===== config.mk =====
export PLATFORM = sky130hd
export DESIGN_NAME = hpv_top
export DESIGN_NICKNAME = d
export VERILOG_FILES = /design/src/hdl/hpv_pkg.sv /design/src/hdl/hpv_top.sv /design/src/hdl/hpv_chan_slew.sv
export SDC_FILE = /design/constraint.sdc
export NUM_CORES = 1
export LEC_CHECK = 0
export BUFFER_PORTS_ARGS = -buffer_cell sky130_fd_sc_hd__clkbuf_2
export CAP_MARGIN = 20
export CORE_ASPECT_RATIO = 0.5
export CORE_UTILIZATION = 30
export DETAILED_ROUTE_END_ITERATION = 8
export GPL_TIMING_DRIVEN = 1
export SLEW_MARGIN = 0
export SYNTH_ARGS = -nofsm -noshare
export SYNTH_HDL_FRONTEND = slang
export SYNTH_SLANG_ARGS = --single-unit

===== constraint.sdc =====
create_clock -name clk_sys -period 12.2 [get_ports clk_sys]
set_input_delay 1.83 -clock clk_sys [delete_from_list [all_inputs] [get_ports clk_sys]]
set_output_delay 1.83 -clock clk_sys [all_outputs]
set_load 0.03 [all_outputs]

===== src/hdl/hpv_pkg.sv =====
// Shared constants and types for the headphone output volume control block
package hpv_pkg;

	////////////////////////////////////////////////////////////////////////////
	// Clock and timing
	localparam int unsigned CLK_HZ = 20_000_000;
	localparam int unsigned ZC_TIMEOUT_MS = 100;
	localparam int unsigned ZC_TIMEOUT_CYC = CLK_HZ / 1000 * ZC_TIMEOUT_MS;
	localparam int unsigned SLEW_STEP_CYC = 64;

	////////////////////////////////////////////////////////////////////////////
	// Register offsets
	localparam logic [7:0] ADDR_STATUS = 8'h00;
	localparam logic [7:0] ADDR_LEFT_MIX = 8'h25;
	localparam logic [7:0] ADDR_RIGHT_MIX = 8'h26;
	localparam logic [7:0] ADDR_MIX_PATH = 8'h27;
	localparam logic [7:0] ADDR_LEFT_LEVEL = 8'h39;
	localparam logic [7:0] ADDR_RIGHT_LEVEL = 8'h3a;
	localparam logic [7:0] ADDR_CLIP = 8'h46;
	localparam logic [7:0] ADDR_SMOOTH = 8'h47;
	localparam logic [7:0] ADDR_BYPASS = 8'h4a;

	////////////////////////////////////////////////////////////////////////////
	// Field positions
	localparam int BIT_SLEW_DONE = 6;
	localparam int BIT_MUTE = 7;
	localparam int VOL_W = 5;
	localparam int BIT_RIGHT_PATH = 5;
	localparam int BIT_LEFT_PATH = 4;
	localparam int RIGHT_ATT_LSB = 2;
	localparam int LEFT_ATT_LSB = 0;
	localparam int BIT_ENH_SLEW_OFF = 7;
	localparam int BIT_SLEW_OFF = 6;
	localparam int BIT_ZC_OFF = 5;
	localparam int BIT_RECV_SHORT = 1;
	localparam int BIT_RECV_TO_SPK = 0;
	localparam int LIMIT_LSB = 4;
	localparam int RELEASE_W = 4;

	////////////////////////////////////////////////////////////////////////////
	// Reset values
	localparam logic [7:0] RST_REG = 8'h00;

	////////////////////////////////////////////////////////////////////////////
	// Charge pump thresholds, level is a fraction of the pump rail in 1/256
	localparam int LEVEL_W = 8;
	localparam int unsigned PCT_LOW_RATE = 10;
	localparam int unsigned PCT_HALF_RAIL = 25;
	localparam logic [7:0] THR_LOW_RATE = 8'(PCT_LOW_RATE * 256 / 100);
	localparam logic [7:0] THR_HALF_RAIL = 8'(PCT_HALF_RAIL * 256 / 100);

	////////////////////////////////////////////////////////////////////////////
	// Channel sequencing states
	typedef enum logic [1:0] {
		CH_OFF = 2'b00,
		CH_RAMP_UP = 2'b01,
		CH_ON = 2'b10,
		CH_RAMP_DOWN = 2'b11
	} hpv_chan_state_type;

endpackage : hpv_pkg


===== src/hdl/hpv_top.sv =====
// Headphone output volume control: registers, pump mode, mixer and slewing
module hpv_top #(
	parameter int unsigned ZC_TIMEOUT_CYC = hpv_pkg::ZC_TIMEOUT_CYC,
	parameter int unsigned SLEW_STEP_CYC = hpv_pkg::SLEW_STEP_CYC
) (
	input wire logic clk_sys, // System clock
	input wire logic sys_rst, // Async reset, high
	input wire logic [7:0] reg_addr, // Register offset
	input wire logic reg_wr, // Write strobe
	input wire logic [7:0] reg_wdata, // Write data
	input wire logic reg_rd, // Read strobe
	output logic [7:0] reg_rdata, // Read data, next cycle
	input wire logic [7:0] pump_signal_level, // Signal level vs rail
	input wire logic pump_dynamic_off, // Fixed pump mode
	input wire logic pump_force_full, // Fixed mode rail choice
	input wire logic [1:0] zero_cross_in, // Crossings, [1] right
	input wire logic [1:0] phone_enable_req, // Channel on, [1] right
	input wire logic recv_amp_req, // Receiver amp wanted
	input wire logic left_spk_amp_req, // Left speaker amp wanted
	output logic pump_fast_rate, // High switching rate
	output logic pump_full_rail, // Full rail output
	output logic [7:0] left_phone_mixer_select, // Left sources
	output logic [7:0] right_phone_mixer_select, // Right sources
	output logic left_phone_path_choice, // 1 = via mixer
	output logic right_phone_path_choice, // 1 = via mixer
	output logic [3:0] left_mixer_attenuation, // Loss in dB
	output logic [3:0] right_mixer_attenuation, // Loss in dB
	output logic left_phone_mute, // Left mute
	output logic right_phone_mute, // Right mute
	output logic [4:0] left_phone_volume, // Applied left code
	output logic [4:0] right_phone_volume, // Applied right code
	output logic [7:0] left_phone_gain_half_db, // Signed gain, 0.5 dB
	output logic [7:0] right_phone_gain_half_db, // Signed gain, 0.5 dB
	output logic [1:0] phone_amp_on, // Amp enables, [1] right
	output logic receiver_pin_short, // Receiver pin switch
	output logic receiver_to_speaker_switch, // Receiver to speaker
	output logic receiver_amp_enable, // Gated receiver amp
	output logic left_speaker_amp_enable, // Gated speaker amp
	output logic zero_cross_enable, // Gating for all arrays
	output logic slew_enable, // Slewing for other volumes
	output logic enhanced_slew_enable, // Enhanced slewing
	output logic [3:0] distortion_limit_level, // Limiter threshold
	output logic [3:0] distortion_release_time // Limiter release
);

	////////////////////////////////////////////////////////////////////////////
	// State

	typedef struct packed {
		logic [7:0] mix_l;
		logic [7:0] mix_r;
		logic [7:0] path;
		logic [7:0] lvl_l;
		logic [7:0] lvl_r;
		logic [7:0] clip;
		logic [7:0] smooth;
		logic [7:0] bypass;
		logic slew_done;
		logic busy_prev;
		logic [7:0] rdata;
		logic [1:0] zc_meta;
		logic [1:0] zc_sync;
		logic [7:0] lvl_meta;
		logic [7:0] lvl_sync;
		logic pump_fast;
		logic pump_full;
		logic [7:0] gain_l;
		logic [7:0] gain_r;
		logic [3:0] att_l;
		logic [3:0] att_r;
		logic recv_amp;
		logic spk_amp;
		logic [2:0] en;
	} hpv_top_state_type;

	hpv_top_state_type s_r;
	hpv_top_state_type s_nxt;

	logic [1:0] ch_busy;
	logic [1:0][4:0] ch_vol;
	logic [1:0][4:0] ch_target;
	logic any_busy;

	////////////////////////////////////////////////////////////////////////////
	// Decoders used by both channels

	function automatic logic [3:0] atten_db(input logic [1:0] code);
		logic [3:0] db;
		db = 4'h0;
		unique case (code)
			2'b00: db = 4'h0;
			2'b01: db = 4'h6;
			2'b10: db = 4'h9;
			2'b11: db = 4'hc;
		endcase
		return db;
	endfunction : atten_db

	// Gain in half-dB steps, two's complement
	function automatic logic [7:0] gain_half_db(input logic [4:0] code);
		logic [7:0] g;
		g = 8'h00;
		unique case (code)
			5'h00: g = 8'h7a;
			5'h01: g = 8'h82;
			5'h02: g = 8'h8a;
			5'h03: g = 8'h92;
			5'h04: g = 8'h9a;
			5'h05: g = 8'ha2;
			5'h06: g = 8'haa;
			5'h07: g = 8'hb0;
			5'h08: g = 8'hb6;
			5'h09: g = 8'hbc;
			5'h0a: g = 8'hc2;
			5'h0b: g = 8'hc8;
			5'h0c: g = 8'hce;
			5'h0d: g = 8'hd4;
			5'h0e: g = 8'hda;
			5'h0f: g = 8'hde;
			5'h10: g = 8'he2;
			5'h11: g = 8'he6;
			5'h12: g = 8'hea;
			5'h13: g = 8'hee;
			5'h14: g = 8'hf2;
			5'h15: g = 8'hf6;
			5'h16: g = 8'hf8;
			5'h17: g = 8'hfa;
			5'h18: g = 8'hfc;
			5'h19: g = 8'hfe;
			5'h1a: g = 8'h00;
			5'h1b: g = 8'h02;
			5'h1c: g = 8'h03;
			5'h1d: g = 8'h04;
			5'h1e: g = 8'h05;
			5'h1f: g = 8'h06;
		endcase
		return g;
	endfunction : gain_half_db

	////////////////////////////////////////////////////////////////////////////
	// Channel sequencers

	assign ch_target[0] = s_r.lvl_l[hpv_pkg::VOL_W-1:0];
	assign ch_target[1] = s_r.lvl_r[hpv_pkg::VOL_W-1:0];

	generate
		for (genvar ch = 0; ch < 2; ch++) begin : g_chan
			hpv_chan_slew #(
				.TIMEOUT_CYC(ZC_TIMEOUT_CYC),
				.STEP_CYC(SLEW_STEP_CYC)
			) u_slew (
				.clk_sys(clk_sys),
				.sys_rst(sys_rst),
				.enable_req(phone_enable_req[ch]),
				.target(ch_target[ch]),
				.slew_on(!s_r.smooth[hpv_pkg::BIT_SLEW_OFF]),
				.enh_on(!s_r.smooth[hpv_pkg::BIT_ENH_SLEW_OFF]),
				.zc_on(!s_r.smooth[hpv_pkg::BIT_ZC_OFF]),
				.zero_cross(s_r.zc_sync[ch]),
				.vol_applied(ch_vol[ch]),
				.amp_on(phone_amp_on[ch]),
				.busy(ch_busy[ch])
			);
		end
	endgenerate

	assign any_busy = |ch_busy;

	////////////////////////////////////////////////////////////////////////////
	// Next state

	always_comb begin
		s_nxt = s_r;

		// Async pins pass two flops before use
		s_nxt.zc_meta = zero_cross_in;
		s_nxt.zc_sync = s_r.zc_meta;
		s_nxt.lvl_meta = pump_signal_level;
		s_nxt.lvl_sync = s_r.lvl_meta;

		if (reg_wr) begin
			case (reg_addr)
				hpv_pkg::ADDR_LEFT_MIX: s_nxt.mix_l = reg_wdata;
				hpv_pkg::ADDR_RIGHT_MIX: s_nxt.mix_r = reg_wdata;
				hpv_pkg::ADDR_MIX_PATH: s_nxt.path = reg_wdata;
				hpv_pkg::ADDR_LEFT_LEVEL: s_nxt.lvl_l = reg_wdata;
				hpv_pkg::ADDR_RIGHT_LEVEL: s_nxt.lvl_r = reg_wdata;
				hpv_pkg::ADDR_CLIP: s_nxt.clip = reg_wdata;
				hpv_pkg::ADDR_SMOOTH: s_nxt.smooth = reg_wdata;
				hpv_pkg::ADDR_BYPASS: s_nxt.bypass = reg_wdata;
				default: ;
			endcase
		end

		if (reg_rd) begin
			case (reg_addr)
				hpv_pkg::ADDR_STATUS: s_nxt.rdata = 8'(s_r.slew_done) << hpv_pkg::BIT_SLEW_DONE;
				hpv_pkg::ADDR_LEFT_MIX: s_nxt.rdata = s_r.mix_l;
				hpv_pkg::ADDR_RIGHT_MIX: s_nxt.rdata = s_r.mix_r;
				hpv_pkg::ADDR_MIX_PATH: s_nxt.rdata = s_r.path;
				hpv_pkg::ADDR_LEFT_LEVEL: s_nxt.rdata = s_r.lvl_l;
				hpv_pkg::ADDR_RIGHT_LEVEL: s_nxt.rdata = s_r.lvl_r;
				hpv_pkg::ADDR_CLIP: s_nxt.rdata = s_r.clip;
				hpv_pkg::ADDR_SMOOTH: s_nxt.rdata = s_r.smooth;
				hpv_pkg::ADDR_BYPASS: s_nxt.rdata = s_r.bypass;
				default: s_nxt.rdata = 8'h00;
			endcase
		end

		// Falling any-busy means the last of the channels just finished; set beats read-clear
		if (reg_rd && reg_addr == hpv_pkg::ADDR_STATUS) begin
			s_nxt.slew_done = 1'b0;
		end
		if (s_r.busy_prev && !any_busy) begin
			s_nxt.slew_done = 1'b1;
		end
		s_nxt.busy_prev = any_busy;

		// Forced mode keeps the fast rate so the fixed rail can carry full load
		if (pump_dynamic_off) begin
			s_nxt.pump_fast = 1'b1;
			s_nxt.pump_full = pump_force_full;
		end else begin
			s_nxt.pump_fast = (s_r.lvl_sync > hpv_pkg::THR_LOW_RATE);
			s_nxt.pump_full = (s_r.lvl_sync > hpv_pkg::THR_HALF_RAIL);
		end

		s_nxt.att_l = atten_db(s_r.path[hpv_pkg::LEFT_ATT_LSB+:2]);
		s_nxt.att_r = atten_db(s_r.path[hpv_pkg::RIGHT_ATT_LSB+:2]);
		s_nxt.gain_l = gain_half_db(ch_vol[0]);
		s_nxt.gain_r = gain_half_db(ch_vol[1]);

		// Amps are held off while their bypass switch is closed, even if asked
		s_nxt.recv_amp = recv_amp_req && !s_r.bypass[hpv_pkg::BIT_RECV_SHORT];
		s_nxt.spk_amp = left_spk_amp_req && !s_r.bypass[hpv_pkg::BIT_RECV_TO_SPK];
		// Taken from the next value so the enable pins keep the register's timing
		s_nxt.en = ~s_nxt.smooth[hpv_pkg::BIT_ZC_OFF+:3];
	end

	always_ff @(posedge clk_sys or posedge sys_rst) begin
		if (sys_rst) begin
			s_r <= '0;
			s_r.mix_l <= hpv_pkg::RST_REG;
			s_r.mix_r <= hpv_pkg::RST_REG;
			s_r.path <= hpv_pkg::RST_REG;
			s_r.lvl_l <= hpv_pkg::RST_REG;
			s_r.lvl_r <= hpv_pkg::RST_REG;
			s_r.clip <= hpv_pkg::RST_REG;
			s_r.smooth <= hpv_pkg::RST_REG;
			s_r.bypass <= hpv_pkg::RST_REG;
			s_r.en <= ~hpv_pkg::RST_REG[hpv_pkg::BIT_ZC_OFF+:3];
		end else begin
			s_r <= s_nxt;
		end
	end

	////////////////////////////////////////////////////////////////////////////
	// Outputs, all from flops

	assign reg_rdata = s_r.rdata;
	assign pump_fast_rate = s_r.pump_fast;
	assign pump_full_rail = s_r.pump_full;
	assign left_phone_mixer_select = s_r.mix_l;
	assign right_phone_mixer_select = s_r.mix_r;
	assign left_phone_path_choice = s_r.path[hpv_pkg::BIT_LEFT_PATH];
	assign right_phone_path_choice = s_r.path[hpv_pkg::BIT_RIGHT_PATH];
	assign left_mixer_attenuation = s_r.att_l;
	assign right_mixer_attenuation = s_r.att_r;
	assign left_phone_mute = s_r.lvl_l[hpv_pkg::BIT_MUTE];
	assign right_phone_mute = s_r.lvl_r[hpv_pkg::BIT_MUTE];
	assign left_phone_volume = ch_vol[0];
	assign right_phone_volume = ch_vol[1];
	assign left_phone_gain_half_db = s_r.gain_l;
	assign right_phone_gain_half_db = s_r.gain_r;
	assign receiver_pin_short = s_r.bypass[hpv_pkg::BIT_RECV_SHORT];
	assign receiver_to_speaker_switch = s_r.bypass[hpv_pkg::BIT_RECV_TO_SPK];
	assign receiver_amp_enable = s_r.recv_amp;
	assign left_speaker_amp_enable = s_r.spk_amp;
	assign zero_cross_enable = s_r.en[0];
	assign slew_enable = s_r.en[1];
	assign enhanced_slew_enable = s_r.en[2];
	assign distortion_limit_level = s_r.clip[hpv_pkg::LIMIT_LSB+:4];
	assign distortion_release_time = s_r.clip[hpv_pkg::RELEASE_W-1:0];

endmodule : hpv_top


===== src/hdl/hpv_chan_slew.sv =====
// One headphone channel: turn-on/off ramp, slewing and zero-cross gating
module hpv_chan_slew #(
	parameter int unsigned TIMEOUT_CYC = hpv_pkg::ZC_TIMEOUT_CYC,
	parameter int unsigned STEP_CYC = hpv_pkg::SLEW_STEP_CYC
) (
	input wire logic clk_sys, // System clock
	input wire logic sys_rst, // Async reset, high
	input wire logic enable_req, // Output wanted on
	input wire logic [hpv_pkg::VOL_W-1:0] target, // Programmed volume
	input wire logic slew_on, // Stepwise slewing
	input wire logic enh_on, // Enhanced slewing
	input wire logic zc_on, // Zero-cross gating
	input wire logic zero_cross, // Synchronised crossing
	output logic [hpv_pkg::VOL_W-1:0] vol_applied, // Volume at amplifier
	output logic amp_on, // Amplifier enable
	output logic busy // Slew in progress
);
	localparam int TW = $clog2(TIMEOUT_CYC + 1);
	localparam int SW = $clog2(STEP_CYC + 1);
	localparam int VW = hpv_pkg::VOL_W;

	typedef struct packed {
		hpv_pkg::hpv_chan_state_type st;
		logic [VW-1:0] req;
		logic [VW-1:0] app;
		logic [TW-1:0] wait_cnt;
		logic [SW-1:0] tick_cnt;
		logic amp_on;
		logic busy;
	} hpv_chan_type;

	hpv_chan_type s_r;
	hpv_chan_type s_nxt;
	logic tick;
	logic enh_eff;
	logic [VW-1:0] goal;

	always_comb begin
		s_nxt = s_r;
		tick = (s_r.tick_cnt == SW'(STEP_CYC - 1));
		s_nxt.tick_cnt = tick ? '0 : SW'(s_r.tick_cnt + 1'b1);
		unique case (s_r.st)
			hpv_pkg::CH_OFF: begin
				if (enable_req) s_nxt.st = hpv_pkg::CH_RAMP_UP;
			end
			hpv_pkg::CH_RAMP_UP: begin
				if (!enable_req) s_nxt.st = hpv_pkg::CH_RAMP_DOWN;
				else if (s_r.req == target && s_r.app == target) s_nxt.st = hpv_pkg::CH_ON;
			end
			hpv_pkg::CH_ON: begin
				if (!enable_req) s_nxt.st = hpv_pkg::CH_RAMP_DOWN;
			end
			hpv_pkg::CH_RAMP_DOWN: begin
				if (enable_req) s_nxt.st = hpv_pkg::CH_RAMP_UP;
				else if (s_r.req == '0 && s_r.app == '0) s_nxt.st = hpv_pkg::CH_OFF;
			end
		endcase
		// Amplifier is on only outside OFF; app is zero whenever OFF, so it wakes muted
		s_nxt.amp_on = (s_nxt.st != hpv_pkg::CH_OFF);
		goal = (s_r.st == hpv_pkg::CH_ON || s_r.st == hpv_pkg::CH_RAMP_UP) ? target : '0;
		// Turn-off never waits on crossings between steps
		enh_eff = enh_on && (s_r.st != hpv_pkg::CH_RAMP_DOWN);
		if (s_r.req != goal) begin
			if (!slew_on) begin
				s_nxt.req = goal;
			end else if (tick && (!enh_eff || s_r.app == s_r.req)) begin
				s_nxt.req = (s_r.req < goal) ? VW'(s_r.req + 1'b1) : VW'(s_r.req - 1'b1);
			end
		end
		if (s_r.app != s_r.req) begin
			if (!zc_on || zero_cross || s_r.wait_cnt == TW'(TIMEOUT_CYC - 1)) begin
				s_nxt.app = s_r.req;
				s_nxt.wait_cnt = '0;
			end else begin
				s_nxt.wait_cnt = TW'(s_r.wait_cnt + 1'b1);
			end
		end else begin
			s_nxt.wait_cnt = '0;
		end
		s_nxt.busy = (s_nxt.req != goal) || (s_nxt.app != s_nxt.req);
	end

	always_ff @(posedge clk_sys or posedge sys_rst) begin
		if (sys_rst) begin
			s_r <= '0;
		end else begin
			s_r <= s_nxt;
		end
	end

	assign vol_applied = s_r.app;
	assign amp_on = s_r.amp_on;
	assign busy = s_r.busy;

endmodule : hpv_chan_slew


==> results of run 1 <==
==> kinds of logic (layout without fill, tap and decap cells) <==
group           count (synthesis)  after routing  share of synthesized area
xor+xnor                       61             61                     0.0497
fa+ha+maj                      42             42                     0.0503
buf+inv                       151            210                     0.0788
compound gates                156            156                     0.0979
mux                            86             86                     0.0905
simple gates                  306            306                      0.145
flops                         209            209                      0.487
==> how the worst max path moves through the flow <==
stage / startpoint / to / slack [ns] / depth (start not counted)
detailed placement: reg_addr[5] / s_r[67] / 8.22 / 6
CTS: g_chan[1].u_slew.s_r[40] / g_chan[1].u_slew.busy / 8.28 / 17
global route: g_chan[1].u_slew.s_r[40] / g_chan[1].u_slew.busy / 7.93 / 17
finish: g_chan[1].u_slew.s_r[40] / g_chan[1].u_slew.busy / 8.26 / 17
global placement: reg_addr[5] / receiver_pin_short / 8.29 / 6
floorplan: sys_rst / ch_target[0] / 4.67 / 1
==> layer usage <==
metal,part of all wire,up-vias,track usage
met5,0,-,0
met4,0.026,0,0.0423
met3,0.033,41,0.0174
met2,0.51,119,0.244
met1,0.43,3916,0.168
li1,-,3591,-
==> flip-flops by register name, indices dropped and copies added (netlist names), 2 cells and up <==
signal                     count
g_chan.u_slew.s_r             70
s_r                           36
ch_target                     10
g_chan.u_slew.vol_applied     10
s_nxt                         10
left_phone_gain_half_db        8
left_phone_mixer_select        8
reg_rdata                      8
right_phone_gain_half_db       8
right_phone_mixer_select       8
distortion_limit_level         4
distortion_release_time        4
left_mixer_attenuation         4
right_mixer_attenuation        4
g_chan.u_slew.amp_on           2
g_chan.u_slew.busy             2
==> cells in the final DEF, fill, tap and decap left out, drive strengths merged, types with 4 or more instances in the layout <==
| cell | count |
|---|---|
| nor4 | 8 |
| or4b | 6 |
| nand4 | 5 |
| and2 | 4 |
| mux2i | 18 |
| dfrtp | 206 |
| a31oi | 4 |
| or3 | 13 |
| bufinv | 4 |
| o21ai | 36 |
| inv | 51 |
| and3 | 27 |
| o22ai | 9 |
| clkbuf | 144 |
| nand2b | 9 |
| xor2 | 39 |
| a222oi | 17 |
| nor2 | 78 |
| nor2b | 16 |
| a21o | 11 |
| clkinv | 6 |
| nand3 | 37 |
| a22oi | 10 |
| o221ai | 4 |
| a21oi | 39 |
| xnor2 | 22 |
| nand2 | 61 |
| buf | 5 |
| mux2 | 66 |
| ha | 40 |
| nor3 | 22 |
==> layout make-up <==
type / instances / area (um2) / area share
tap: 475 / 594 / 0.0491
sequential: 209 / 5230 / 0.433
clock buffer: 28 / 613 / 0.0507
multi-input combinational: 651 / 4660 / 0.385
clock inverter: 12 / 183 / 0.0151
inverter: 49 / 191 / 0.0158
timing repair buffer: 121 / 618 / 0.0511
==> synthesized netlist by cell type (all sizes together) (3+ instances only) <==
master,n
nand4b,3
o21ai,36
or2,3
nor3b,3
mux2,66
buf,80
nor3,22
a21o,11
nor2b,16
nor2,78
or4b,6
nand4,5
clkbuf,22
dfrtp,206
a21oi,39
xnor2,22
o22ai,9
and2,4
nand2b,9
a211o,3
mux2i,18
xor2,39
or3,13
o221ai,4
nand2,61
dfstp,3
a222oi,17
nand3,37
inv,49
a22oi,10
a32oi,3
ha,40
a31oi,4
and3,27
nor4,8
==> power breakdown <==
group	total, mW	internal, mW	leakage (nW)	switching, mW
combinational	0.715	0.283	2.54	0.431
clock	0.733	0.444	0.394	0.289
sequential	0.896	0.772	2.71	0.124
total	2.34	1.50	5.64	0.845
==> per-stage QoR <==
step / instance area (um2) / instances / power (mW) / hold slack (ns) / setup slack (ns)
5_1_grt: 12100 / 1545 / 2.48 / 0.355 / 7.93
4_1_cts: 12100 / 1545 / 2.36 / 0.349 / 8.28
6_report: 12100 / 1545 / 2.34 / 0.347 / 8.26
3_3_place_gp: 11300 / 1505 / 1.59 / 0.332 / 8.29
2_1_floorplan: 10700 / 1011 / 1.49 / 0.331 / 4.67
3_5_place_dp: 11300 / 1505 / 1.62 / 0.336 / 8.22
==> reports/results.md, run 1 <==
Outcome
• finished clean — result of the run

Global routing
• 40.3 mm — global-route wire length before repair
• 140 — maximum number of pins on one net before global-route repair
• 0 — gr ovfl total
• 7679 — vias in the first global route
• 0 — number of antenna violations at the first check in global routing
• 0.135 — Overall Global Routing Usage

Clock tree
• 0.52 ns — clock insertion delay at the later pin of the skew report
• 3 — buffers from clock root to sink, at most
• yes — CTS tree
• 0 — hold-fix buffer count after cts
• sky130_fd_sc_hd__clkbuf_16 — clock root buffer
• 0 — number of buffers inserted by post-CTS setup repair
• 1 — H-tree levels
• 0 — number of resized instances in the post-cts repair step
• 0.07 ns — Worst-path clk slew
• 209 — Num Clock Sinks
• 22 — clock buffer count from CTS

Worst setup path
• g_chan[1].u_slew.s_r[40] — Reg-to-Reg Start
• sky130_fd_sc_hd__or4b_1 — cell with the largest stage delay on the worst path
• 17 — number of cells traversed by the worst register-to-register path
• flip-flop — type of destination of the critical path
• 10 — maximum net fanout on the critical path
• g_chan[1].u_slew.busy — r2r endpoint
• 12.58 ns — CP required
• 8.26 ns — flop2flop setup slack
• 4.32 ns — worst endpoint data arrival time
• flip-flop — startpoint type of the worst setup path
• flip-flop to flip-flop — kind of critical path
• sky130_fd_sc_hd__inv_1 — most frequent CP cell
• 3 — sum of buffers and inverters on the critical path
• 0.52 ns — stage delay of the slowest cell on the critical path
• inv_1 -> ha_1 -> nand2_1 -> ha_1 -> and3_1 -> o21ai_0 -> nand2_1 -> inv_1 -> fa_1 -> inv_1 -> a21o_1 -> a21oi_1 -> xnor2_1 -> nand2b_1 -> a21oi_1 -> o2111ai_1 -> or4b_1 — crit-path cells
• adder cells — cell type group with the largest total delay on the critical path

Floorplanning
• 0.308 — starting density of the core
• 270 um — chip width
• 136 um — die boundary height
• 117 — boundary pin count
• 0.0366 mm2 — area of the die
• 48 — row count
• 0.0348 mm2 — Placeable Area

Finish
• 0.347 — post-route core utilization
• 0.224 — fraction of layout instances using a drive strength above 1
• 1132 — layout net count
• 12.6% — Layout Area Growth over Synthesis
• 0 — ANT cells
• 3480 — # fillers

STA
• 0 ns — total negative slack for setup checks
• 0.0146 ns — worst-case clock skew
• 0.254 GHz — Max Freq
• 0.321 — relative slew slack
• 0 — Final Hold Viols
• 0 — setup violation total in the final timing report
• 1.02 ns — Tightest Pin Transition
• 0 — Final Max Tran Viols
• 0.323 — period utilisation layout
• no — RSZ-0062 raised after global routing
• 3.94 ns — shortest clock period the worst path allows after layout

Synthesis
• 67 — post-synthesis cell type count
• 0.0107 mm2 — Post-Synthesis Cell Area
• sky130_fd_sc_hd__dfrtp_1, sky130_fd_sc_hd__mux2_2, sky130_fd_sc_hd__buf_4 — synth top area cells
• 0 — count of yosys warnings during synthesis
• 1089 — number of nets in the synthesized netlist
• 10.6 um2 — synthesized area divided by synthesized cell count
• 209 — number of register bits inferred by synthesis
• 1011 — number of cells produced by synthesis
• 0.487 — share of the yosys chip area belonging to registers
• 0 — count of flip-flops with a built-in enable after synthesis
• 1.00 — asr flop ratio synth
• 0.480 — top-area cell type share of the netlist area
• sky130_fd_sc_hd__dfrtp_1 — cell type with the largest total area after synthesis
• sky130_fd_sc_hd__dfrtp_1 — Top FF cell, synth

Worst hold path
• s_nxt[32] — Hold Startpoint
• s_r[32] — endpoint of the worst hold-timing path
• 0 — cell depth of the worst min-delay path
• flip-flop to flip-flop — Tightest Hold Check Type

Route
• 16.3 um — average wire per standard cell
• 6 — first drt pass iteration count
• 4.96 — Vias/cell
• 0 — DR DRC count
• 25.1 mm — wire length after detailed routing
• 0 — post-route antenna net violation count
• 588 — initial drt markers
• 7667 — count of vias placed by the detailed router

Pwr
• 0.107 mV — maximum resistive drop on vdd
• 194 mW/mm2 — power density over cell area
• 5.64 nW — leakage power

Placed design
• 116 — count of input and output buffers
• 17.9 mm — DP HPWL
• 0.861 — global placer's final weighted congestion

Flow run
• 0 — MaxCap Viol Count

No activity file was read; power rests on OpenSTA's default activity.
==> inputs of run 2 (changes only) <==
--- a/config.mk
+++ b/config.mk
@@ -5,6 +5,7 @@
 export SDC_FILE = /design/constraint.sdc
 export NUM_CORES = 1
 export LEC_CHECK = 0
+export ABC_AREA = 1
 export BUFFER_PORTS_ARGS = -buffer_cell sky130_fd_sc_hd__clkbuf_2
 export CAP_MARGIN = 20
 export CORE_ASPECT_RATIO = 0.5
==> constraint.sdc (replaced) <==
create_clock -name clk_sys -period 4 [get_ports clk_sys]
set_input_delay 0.6 -clock clk_sys [delete_from_list [all_inputs] [get_ports clk_sys]]
set_output_delay 0.6 -clock clk_sys [all_outputs]
set_load 0.03 [all_outputs]
==> reports/results.md, run 2 <==
Worst setup path
• 6 — maximum net fanout on the critical path
• flip-flop to flip-flop — kind of critical path
• 4.41 ns — CP required
• flip-flop — type of destination of the critical path
• 3.82 ns — worst endpoint data arrival time
• flip-flop — startpoint type of the worst setup path

Finish
• 0.155 — fraction of layout instances using a drive strength above 1
• sky130_fd_sc_hd__nand2_1 — most frequent standard cell in the layout excluding fill and tap cells
• 12.3% — Layout Area Growth over Synthesis
• 1510 — layout net count
• 1932 — count of non-filler cells in the finished layout
• g_chan.u_slew.s_r x70, s_r x36 — biggest regs
• 0.347 — post-route core utilization
• 0 — ANT cells
• 70 — max FFs per register
• sky130_fd_sc_hd__nand2_1, sky130_fd_sc_hd__dfrtp_1, sky130_fd_sc_hd__inv_1 — commonest cells after routing, fill and taps aside
• 0.0127 mm2 — final std cell area, no fill
• g_chan.u_slew.s_r — register with the most flip-flops

Pwr
• 0.354 mV — maximum resistive drop on vdd
• 8.55 mW — overall power after layout
• 676 mW/mm2 — power density over cell area
• 6.25 nW — leakage power

STA
• 0.0141 ns — worst-case clock skew
• 0.854 — period utilisation layout
• no — RSZ-0062 raised after global routing
• 3.42 ns — shortest clock period the worst path allows after layout
• 0.189 ns — worst hold slack across all endpoints
• 0.585 ns — final setup slack of the worst path
• 0.968 ns — Tightest Pin Transition
• 0 — Final Hold Viols
• 0.354 — relative slew slack
• 0 — Final Max Tran Viols
• 0 — setup violation total in the final timing report
• 0 ns — total negative slack for setup checks
• 0.293 GHz — Max Freq

Floorplanning
• 0.309 — starting density of the core
• 117 — boundary pin count
• 49 — row count
• 139 um — die boundary height
• 0.0365 mm2 — Placeable Area
• 276 um — chip width
• 0.0384 mm2 — area of the die

Synthesis
• 0 — count of flip-flops with a built-in enable after synthesis
• sky130_fd_sc_hd__dfrtp_1, sky130_fd_sc_hd__nand2_1, sky130_fd_sc_hd__inv_1 — synth top area cells
• 0 — count of yosys warnings during synthesis
• 1.00 — asr flop ratio synth
• sky130_fd_sc_hd__nand2_1, sky130_fd_sc_hd__dfrtp_1, sky130_fd_sc_hd__inv_1 — most used standard cells in the synthesized netlist
• 0.0113 mm2 — Post-Synthesis Cell Area
• 0.464 — share of the yosys chip area belonging to registers
• 1381 — number of cells produced by synthesis
• sky130_fd_sc_hd__dfrtp_1 — Top FF cell, synth
• 209 — number of register bits inferred by synthesis
• sky130_fd_sc_hd__dfrtp_1 — cell type with the largest total area after synthesis
• 54 — post-synthesis cell type count
• 8.16 um2 — synthesized area divided by synthesized cell count
• sky130_fd_sc_hd__nand2_1 — most instantiated library cell after synthesis
• 0.457 — top-area cell type share of the netlist area
• 1459 — number of nets in the synthesized netlist

Clock tree
• 0 — number of resized instances in the post-cts repair step
• 22 — clock buffer count from CTS
• 0 — number of buffers inserted by post-CTS setup repair
• sky130_fd_sc_hd__clkbuf_16 — clock root buffer
• 0.52 ns — clock insertion delay at the later pin of the skew report
• yes — CTS tree
• 1 — H-tree levels
• 209 — Num Clock Sinks
• 0.07 ns — Worst-path clk slew
• 0 — hold-fix buffer count after cts
• 3 — buffers from clock root to sink, at most

Placed design
• 0.583 ns — worst slack at placement
• 1892 — Inst Count DP
• 20.7 mm — DP HPWL
• 0.0119 mm2 — instance area at placement
• 0.854 — global placer's final weighted congestion
• 116 — count of input and output buffers

Route
• 1.43 mm — wire length on met3
• 13.3 mm — M1 wire length
• 12.7 mm — routed wire length on met2
• 8904 — count of vias placed by the detailed router
• 28.1 mm — wire length after detailed routing
• 4.61 — Vias/cell
• 14.5 um — average wire per standard cell
• 795 — initial drt markers
• met4 — highest metal layer with signal wires
• 0 — DR DRC count
• 0 — post-route antenna net violation count
• 5 — first drt pass iteration count

Global routing
• 0 — gr ovfl total
• 154 — maximum number of pins on one net before global-route repair
• 8626 — vias in the first global route
• 0.147 — Overall Global Routing Usage
• 46.0 mm — global-route wire length before repair
• 0 — number of antenna violations at the first check in global routing

Worst hold path
• input pin to flip-flop — Tightest Hold Check Type

Outcome
• finished clean — result of the run

Flow run
• 0 — MaxCap Viol Count

-- run 2: cell families (layout without fill, tap and decap cells) --
group                    after synthesis  count (layout)  synth area share
AO/OA/AOI/OAI                        203             203             0.104
XOR/XNOR                              27              27            0.0210
adder cells (fa/ha/maj)               42              42            0.0480
buffers and inverters                288             355             0.120
flip-flops                           209             209             0.464
multiplexers                           7               7           0.00699
AND/OR/NAND/NOR                      605             605             0.236
-- run 2: worst max-delay path: stages (launching register included) --
cell and delay, ns:
sky130_fd_sc_hd__dfrtp_1 0.39, sky130_fd_sc_hd__inv_1 0.10, sky130_fd_sc_hd__ha_1 0.40, sky130_fd_sc_hd__nand2_1 0.13
sky130_fd_sc_hd__ha_1 0.30, sky130_fd_sc_hd__nand2_1 0.07, sky130_fd_sc_hd__inv_1 0.04, sky130_fd_sc_hd__o21bai_1 0.16
sky130_fd_sc_hd__nand3_1 0.20, sky130_fd_sc_hd__ha_1 0.39, sky130_fd_sc_hd__a21oi_1 0.14, sky130_fd_sc_hd__nand2_1 0.08
sky130_fd_sc_hd__xnor2_1 0.16, sky130_fd_sc_hd__nand3_1 0.09, sky130_fd_sc_hd__nand3_1 0.10, sky130_fd_sc_hd__nand2_1 0.08
sky130_fd_sc_hd__nand2_1 0.12, sky130_fd_sc_hd__nor2_1 0.05, sky130_fd_sc_hd__nor2_1 0.08, sky130_fd_sc_hd__nand2_1 0.05
sky130_fd_sc_hd__nor2_1 0.09, sky130_fd_sc_hd__nand2_1 0.07
-- run 2: area by class of cell --
type | count | area (um2)
clock buffers | 29 | 638
multi-input cells | 884 | 4680
repair buffers | 118 | 608
clock inverters | 11 | 144
well taps | 484 | 606
flip-flops and latches | 209 | 5230
inverters | 197 | 743
fillers | 3754 | 23800
-- run 2: worst paths after layout --
path                                     startpoint                      end  slack, ns  depth (start not counted)
setup / recovery           g_chan[1].u_slew.s_r[41]    g_chan[1].u_slew.busy       0.58                         21
hold / removal                 pump_signal_level[0]                s_nxt[31]       0.19                          1
setup reg to reg           g_chan[1].u_slew.s_r[41]    g_chan[1].u_slew.busy       0.58                         21
hold reg to reg                           s_nxt[36]                  s_r[36]       0.35                          0
max in group asynchronous                   sys_rst                  s_r[70]       3.00                          3
min in group asynchronous                   sys_rst  g_chan[1].u_slew.s_r[9]       0.21                          3
-- run 2: report_power, final --
group | internal, mW | leakage (nW) | total (mW) | switching, mW
Sequential | 2.40 | 2.51 | 2.78 | 0.380
Combinational | 1.22 | 3.37 | 3.56 | 2.34
Clock | 1.32 | 0.373 | 2.22 | 0.895
Total | 4.94 | 6.25 | 8.55 | 3.61
-- run 2: routing by layer --
layer	track usage	up-vias
met5	0	-
met2	0.237	207
met4	0.0394	0
met1	0.208	4168
li1	-	4480
met3	0.0189	49
